[config.mk]
export PLATFORM = sky130hd
export DESIGN_NAME = tx_buf_ctrl
export DESIGN_NICKNAME = d
export VERILOG_FILES = /design/src/tx_buf_ctrl.v
export VERILOG_INCLUDE_DIRS = /design/src
export SDC_FILE = /design/constraint.sdc
export NUM_CORES = 1
export LEC_CHECK = 0
export BUFFER_PORTS_ARGS = -buffer_cell sky130_fd_sc_hd__buf_2
export CORE_AREA = 2 2 57 59
export DETAILED_ROUTE_END_ITERATION = 10
export DIE_AREA = 0 0 59 61
export HOLD_SLACK_MARGIN = 0.02
export PLACE_DENSITY_LB_ADDON = 0.05
export SYNTH_ARGS = -nofsm -noshare
export SYNTH_HDL_FRONTEND = slang
export SYNTH_SLANG_ARGS = --single-unit
[constraint.sdc]
create_clock -name sys_clk -period 1.5 [get_ports sys_clk]
set_clock_uncertainty 0.05 [all_clocks]
set_input_delay 0.15 -clock sys_clk [delete_from_list [all_inputs] [get_ports sys_clk]]
set_output_delay 0.15 -clock sys_clk [all_outputs]
set_load 0.01 [all_outputs]
[src/tx_buf_ctrl_map.vh]
// Purpose: Register map and encodings for the transmit buffer request control block
// Assumes: APB with 32-bit data, word-aligned registers
// Notes: Included by tx_buf_ctrl.v only
`ifndef TX_BUF_CTRL_MAP_VH
`define TX_BUF_CTRL_MAP_VH

// ----------------------------------------
// Register offsets (byte addresses)
// ----------------------------------------
`define OFS_TX_BUFFER_CONTROL 12'h000
`define OFS_TX_BUFFER_STATUS 12'h004

// ----------------------------------------
// Field positions
// ----------------------------------------
`define BIT_TX_REQUEST 0
`define BIT_TX_ABORT 1
`define BIT_SINGLE_ATTEMPT 2
`define BIT_BUSY 2
`define RES_LSB 0
`define RES_MSB 1
`define CTRL_MSB 2

// ----------------------------------------
// Result encodings and reset values
// ----------------------------------------
`define RES_IN_PROGRESS 2'h0
`define RES_ABORTED 2'h1
`define RES_DONE_PLAIN 2'h2
`define RES_DONE_ABORT 2'h3
`define OPT_RESET 2'h0
`define CTRL_BUSY_SET 3'h2
`define ZERO_WORD 32'h0000_0000

`endif

[src/tx_buf_ctrl.v]
// Purpose: Request and result logic of one CAN transmit buffer, APB slave for software
// Assumes: Protocol engine reports one-cycle outcome pulses while tx_pending is high
// Notes: Zero-wait APB slave; unmapped reads return zero, pslverr never set
`timescale 1ns/1ps
`include "tx_buf_ctrl_map.vh"

// What this block does
// - A plain request that completes sets the result to 10 and pulses tx-complete.
// - A plain request that loses arbitration or errors keeps result 00, no pulse, and retries.
// - A completion with abort pending gives result 11 and tx-complete, not abort.
// - With abort or single attempt pending, a loss or error stops, sets 01, pulses tx-abort.
// - Single attempt makes one try; success gives 10, or 11 if abort was also set.
// - The interrupt source is chosen from the engine outcome and the stop condition.
module tx_buf_ctrl
(
    input wire sys_clk, // 100 MHz clock
    input wire srst, // Synchronous reset, active high
    input wire psel, // APB select
    input wire penable, // APB enable
    input wire pwrite, // APB direction
    input wire [11:0] paddr, // APB byte address
    input wire [31:0] pwdata, // APB write data
    output reg [31:0] prdata, // APB read data
    output reg pready, // APB ready
    output reg pslverr, // APB error, always low
    input wire tx_done, // Engine: frame sent, one-cycle pulse
    input wire tx_fail, // Engine: arbitration lost or error, one-cycle pulse
    output reg tx_pending, // Request outstanding to the engine
    output reg tx_single, // Engine: make one attempt only
    output reg tx_complete_irq, // One-cycle transmit-complete pulse
    output reg tx_abort_irq // One-cycle transmit-abort pulse
);

    // ----------------------------------------
    // Buffer states, one-hot
    // ----------------------------------------
    localparam [1:0] ST_IDLE = 2'h1;
    localparam [1:0] ST_SEND = 2'h2;
    // Bits that software may still set while the frame is on its way
    localparam [`CTRL_MSB:0] BUSY_SET_MASK = `CTRL_BUSY_SET;

    reg [1:0] state_q;
    reg [1:0] state_d;
    reg [`CTRL_MSB:`BIT_TX_ABORT] opt_q;
    wire [`CTRL_MSB:`BIT_TX_ABORT] opt_d;
    reg [1:0] res_q;
    reg [1:0] res_d;
    wire cmp_d;
    wire abt_d;
    reg [31:0] rd_d;
    wire req_bit;
    wire abort_bit;
    wire single_bit;
    wire apb_setup;
    wire apb_access;
    wire wr_acc;
    wire rd_acc;
    wire ctrl_hit;
    wire stat_hit;
    wire ctrl_wr;
    wire stat_wr;
    wire new_req;
    wire add_abort;
    wire clr_res;
    wire ev_any;
    wire ev_done;
    wire ev_fail;
    wire ev_stop;
    wire ev_retry;
    wire ev_final;
    wire stop_armed;

    // ----------------------------------------
    // Address decode
    // ----------------------------------------
    // Full compare: an alias would let a stray write land in the buffer
    function hit;
        input [11:0] a;
        input [11:0] ofs;
        begin
            hit = (a == ofs);
        end
    endfunction

    // Code left by a frame that went out
    function [1:0] done_code;
        input abort_seen;
        begin
            if (abort_seen)
            begin
                done_code = `RES_DONE_ABORT;
            end
            else
            begin
                done_code = `RES_DONE_PLAIN;
            end
        end
    endfunction

    // ----------------------------------------
    // APB phases
    // ----------------------------------------
    assign apb_setup = psel & ~penable;
    assign apb_access = psel & penable;
    assign wr_acc = apb_access & pwrite;
    assign rd_acc = apb_setup & ~pwrite;
    assign ctrl_hit = hit(paddr, `OFS_TX_BUFFER_CONTROL);
    assign stat_hit = hit(paddr, `OFS_TX_BUFFER_STATUS);
    assign ctrl_wr = wr_acc & ctrl_hit;
    assign stat_wr = wr_acc & stat_hit;

    // ----------------------------------------
    // Request bits
    // ----------------------------------------
    assign req_bit = (state_q == ST_SEND);
    assign abort_bit = opt_q[`BIT_TX_ABORT];
    assign single_bit = opt_q[`BIT_SINGLE_ATTEMPT];

    // ----------------------------------------
    // Engine outcomes
    // ----------------------------------------
    // Pulses count only while a request is open; done wins over fail
    assign ev_any = req_bit & (tx_done | tx_fail);
    assign ev_done = req_bit & tx_done;
    assign ev_fail = req_bit & tx_fail & ~tx_done;
    assign stop_armed = abort_bit | single_bit;
    assign ev_stop = ev_fail & stop_armed;
    assign ev_retry = ev_fail & ~stop_armed;
    assign ev_final = ev_done | ev_stop;

    // ----------------------------------------
    // Software requests
    // ----------------------------------------
    // An idle write without the request bit is dropped
    assign new_req = ~req_bit & ctrl_wr & pwdata[`BIT_TX_REQUEST];
    // An outcome in the same cycle wins, so a late abort is lost
    assign add_abort = req_bit & ctrl_wr & ~ev_any;
    assign clr_res = ~req_bit & stat_wr;

    // ----------------------------------------
    // Buffer state machine
    // ----------------------------------------
    always @*
    begin
        state_d = state_q;
        case (state_q)
            ST_IDLE:
            begin
                if (new_req)
                begin
                    state_d = ST_SEND;
                end
            end
            ST_SEND:
            begin
                if (ev_final)
                begin
                    state_d = ST_IDLE;
                end
            end
            default:
            begin
                state_d = ST_IDLE;
            end
        endcase
    end

    // ----------------------------------------
    // Abort and single attempt bits
    // ----------------------------------------
    // Loaded with a new request, cleared with the final result
    genvar i;
    generate
        for (i = `BIT_TX_ABORT; i <= `CTRL_MSB; i = i + 1)
        begin : g_opt
            assign opt_d[i] = ev_final ? 1'b0
                : new_req ? pwdata[i]
                : (add_abort & BUSY_SET_MASK[i] & pwdata[i]) ? 1'b1
                : opt_q[i];
        end
    endgenerate

    // ----------------------------------------
    // Transmission result
    // ----------------------------------------
    always @*
    begin
        res_d = res_q;
        if (ev_done)
        begin
            res_d = done_code(abort_bit);
        end
        else if (ev_stop)
        begin
            res_d = `RES_ABORTED;
        end
        else if (ev_retry)
        begin
            res_d = `RES_IN_PROGRESS;
        end
        else if (new_req | clr_res)
        begin
            res_d = `RES_IN_PROGRESS;
        end
    end

    // ----------------------------------------
    // Interrupt source
    // ----------------------------------------
    // A pending abort changes only the code; the source stays tx-complete
    assign cmp_d = ev_done;
    assign abt_d = ev_stop;

    // ----------------------------------------
    // Read mux
    // ----------------------------------------
    always @*
    begin
        rd_d = `ZERO_WORD;
        if (ctrl_hit)
        begin
            rd_d[`BIT_TX_REQUEST] = req_bit;
            rd_d[`CTRL_MSB:`BIT_TX_ABORT] = opt_q;
        end
        else if (stat_hit)
        begin
            rd_d[`RES_MSB:`RES_LSB] = res_q;
            rd_d[`BIT_BUSY] = req_bit;
        end
    end

    // ----------------------------------------
    // Control and result registers
    // ----------------------------------------
    always @(posedge sys_clk)
    begin
        if (srst)
        begin
            state_q <= ST_IDLE;
            opt_q <= `OPT_RESET;
            res_q <= `RES_IN_PROGRESS;
        end
        else
        begin
            state_q <= state_d;
            opt_q <= opt_d;
            res_q <= res_d;
        end
    end

    // ----------------------------------------
    // APB response
    // ----------------------------------------
    // Zero wait: ready follows every setup cycle, so a master never stalls
    always @(posedge sys_clk)
    begin
        if (srst)
        begin
            prdata <= `ZERO_WORD;
            pready <= 1'b0;
            pslverr <= 1'b0;
        end
        else
        begin
            pready <= apb_setup;
            pslverr <= 1'b0;
            // Captured at setup so the word stands through the access phase
            if (rd_acc)
            begin
                prdata <= rd_d;
            end
        end
    end

    // ----------------------------------------
    // Engine side
    // ----------------------------------------
    // Taken from next values so these change together with the state
    always @(posedge sys_clk)
    begin
        if (srst)
        begin
            tx_pending <= 1'b0;
            tx_single <= 1'b0;
        end
        else
        begin
            tx_pending <= (state_d == ST_SEND);
            tx_single <= opt_d[`BIT_SINGLE_ATTEMPT];
        end
    end

    // ----------------------------------------
    // Interrupt pulses
    // ----------------------------------------
    always @(posedge sys_clk)
    begin
        if (srst)
        begin
            tx_complete_irq <= 1'b0;
            tx_abort_irq <= 1'b0;
        end
        else
        begin
            tx_complete_irq <= cmp_d;
            tx_abort_irq <= abt_d;
        end
    end

endmodule // tx_buf_ctrl

==> qor.txt <==
First-pass GRT wire length: 3.02 mm
P_int: 0.486 mW
ANT nets after route: 0
CP Buf/Inv Count: 1
Clock sinks: 13
Fmax: 0.611 GHz
Via/cell ratio: 4.39
Die Y: 61 µm
Met2 Use GR: 18.3%
Met3 Track Usage GR: 2.35%
Slowest stage cell on the critical path: or4_4
Ant. Diodes: 0
I/O pins: 89
Reg-to-reg critical path endpoint: tx_single$_SDFFE_PP0P_
# H-tree levels: 1
Area leader, netlist: dfxtp_1
FF-to-FF path depth: 6
Post-DP HPWL: 1.64 mm
Die X: 59 µm
Worst-Skew Late Latency: 0.28 ns
Syn avg cell area: 8.25 µm²
CP endpoint kind: flop
Top Family by Delay on Critical Path: simple AND/OR/NAND/NOR gates
Cell area after placement: 1060 µm²
Number of global-route vias before repair: 672
Mux cell area share after synthesis: 3.72%
CP Cell Sequence: inv_2 > ha_4 > nand4b_1 > or4_4 > o21ai_1 > a21oi_1
Fin cells: 186
CP Max Fanout: 2
Synth-to-layout area growth: 24.0%
Worst setup margin: -0.138 ns
YS warnings: 0
Count of final hold-check violations: 0
Maximum vdd ir drop: 153 µV
Seq pwr share: 51.1%
Placed Cells: 179
Commonest non-fill, non-tap cell in the layout: conb_1
Vias after detailed routing: 816
HP Class: in2reg
Critical path class: reg2reg
Violation count after the first detailed-route iteration: 5
Final period util: 109%
Switch share: 28.2%
Combinational power share: 15.8%
Share of cells above drive strength 1: 41.8%
Final instance area: 1120 µm²
Xor-xnor portion of the synthesized cell area: 0%
CTS clock-pin slew for the worst setup and hold paths: 0.08 ns
Failing checks: negative setup slack
Sw power: 0.191 mW
Initial Utilization: 30.7%
Post-synthesis register bit count: 13
Pin count of the biggest net entering global routing: 10
M1 GR Usage: 14.4%
Synth top area cells: dfxtp_1 (29%), buf_4 (25%), a21oi_1 (5.5%)
Pwr/cell area: 602 nW/µm²
CTS tree: built
CP Capture Point: tx_single$_SDFFE_PP0P_
Worst R2R Setup Slack: -0.14 ns
Cells after synthesis: 110
Crit path time final: 1.64 ns
Lkg Pwr: 0.544 nW
GRT Overall Usage: 11.6%
Nets: 207
DR WL/cell: 10.7 µm
Port bufs: 29
Most frequent cells in the layout: conb_1 (30), buf_2 (29), dfxtp_1 (12)
Global-route layer with the greatest usage: met2
Die ar.: 3600 µm²
CTS Buffer Depth: 2
GPL Wtd Cong: 0.706
Reg2reg start: state_q[0]$_SDFF_PP1_
Start point of the critical path: state_q[0]$_SDFF_PP1_
Post-synthesis sequential area ratio: 28.7%
RSZ-0062 raised after global routing: yes
Synth top area share: 28.7%
Simple-Gate Fraction of Synth Area: 23.6%
Worst Path Arrival: 1.76 ns
Clock Power Share: 33.1%
Core area: 2950 µm²
Total CTS buffers: 3
Drt pass-1 iters: 4
CP peak stage delay: 0.48 ns
CP startpoint kind: flop
Pins over their slew limit: 0
Critical Path RT: 1.62 ns
Row Count: 20
Status: finished with violations
FILL cells: 309
Clock Tree Root: clkbuf_4
Grt ovf: 0
Max_cap viols: 0
Largest family of logic cells by synthesized area: buffers and inverters
Hold_sp: pwdata[2]
Critical Path Stages: 6
Routed WL: 1.99 mm
Post-Synthesis Cell Area: 907 µm²
Post-synthesis compound-gate area fraction: 13.5%
Initial antenna violation count: 0
Synth Area in Adders: 2.76%
Cell variety after synth: 27
Setup-failing EPs final: 7
# DRC: 0
## layer usage
layer / share of wire [%] / wire length [µm] / vias to the layer above
li1: - / - / 410
met1: 44 / 882 / 356
met2: 46 / 914 / 45
met3: 6.9 / 138 / 5
met4: 2.8 / 56 / 0
met5: 0 / 0 / -
## kinds of logic (layout without fill, tap and decap cells)
logic type      Yosys count  in the layout
mux                       3              3
other cells               1             30
simple gates             34             34
flops                    13             13
fa+ha+maj                 2              2
compound gates           21             21
buf+inv                  36             50
## worst register-to-register path, cell delays in order, from the launching register on
cell and delay (ns):
dfxtp_2 0.34, inv_2 0.05, ha_4 0.16, nand4b_1 0.26, or4_4 0.48, o21ai_1 0.13
a21oi_1 0.07
## stage by stage
step           setup TNS, ns  hold slack (ns)  power, mW  setup WS [ns]  utilization (%)
2_1_floorplan         -0.237            0.179      0.473        -0.0875                -
3_3_place_gp           -1.47            0.298      0.453         -0.236             35.8
3_5_place_dp           -1.66            0.297      0.453         -0.271             35.8
4_1_cts               -0.715           0.0726      0.680         -0.129             37.4
5_1_grt                -1.49           0.0811      0.708         -0.271             38.1
6_report              -0.761           0.0734      0.677         -0.138             38.1
## layout make-up
type | count | area [µm²] | share of cell area (%)
multi-input cells | 90 | 539 | 47.9
well taps | 33 | 41.3 | 3.67
flip-flops and latches | 13 | 262 | 23.2
repair buffers | 41 | 238 | 21.1
inverters | 5 | 18.8 | 1.67
clock buffers | 4 | 26.3 | 2.34
## Yosys cell counts
master and n:
a211oi_1 1, a21oi_1 10, a31o_2 3, a31oi_1 1, and4b_1 1, buf_4 30
clkbuf_1 1, conb_1 1, dfxtp_1 13, ha_1 2, inv_1 5, mux2_2 3
nand2_1 6, nand2b_1 3, nand3_1 5, nand4_1 1, nand4b_1 1, nor2_1 4
nor2b_1 1, nor3_1 3, nor4_4 1, o211ai_1 1, o21ai_0 3, o21ai_1 2
or2_2 3, or3_1 2, or4_4 3
## how the worst min path moves through the flow
stage | endpoint | slack, ns | depth (start not counted)
6_report | tx_single$_SDFFE_PP0P_ | 0.07 | 3
3_3_place_gp | tx_abort_irq$_SDFF_PP0_ | 0.30 | 2
3_5_place_dp | tx_abort_irq$_SDFF_PP0_ | 0.30 | 2
2_1_floorplan | tx_abort_irq$_SDFF_PP0_ | 0.18 | 1
4_1_cts | tx_single$_SDFFE_PP0P_ | 0.07 | 3
5_1_grt | tx_single$_SDFFE_PP0P_ | 0.08 | 3
## state kept, by name, indices dropped and copies added, names as in the netlist
register         count
opt_q                1
prdata               3
pready               1
res_q                2
state_q              2
tx_abort_irq         1
tx_complete_irq      1
tx_pending           1
tx_single            1
## what timing repair did
item	in CTS	in global routing
hold endpoints to repair	1	0
endpoints found under the setup margin	7	8
resized for setup	2	4
pin swaps	3	2
setup buffers	1	2
hold buffers	1	0
## power by group through the flow
stage	Combinational (mW)	Clock [mW]	Sequential [mW]
after floorplan	0.118	0	0.355
after global placement	0.0990	0	0.354
after detailed placement	0.0992	0	0.354
after CTS	0.102	0.232	0.346
after global routing	0.120	0.242	0.346
final	0.107	0.224	0.346
Power figures use the tool's default switching activity.
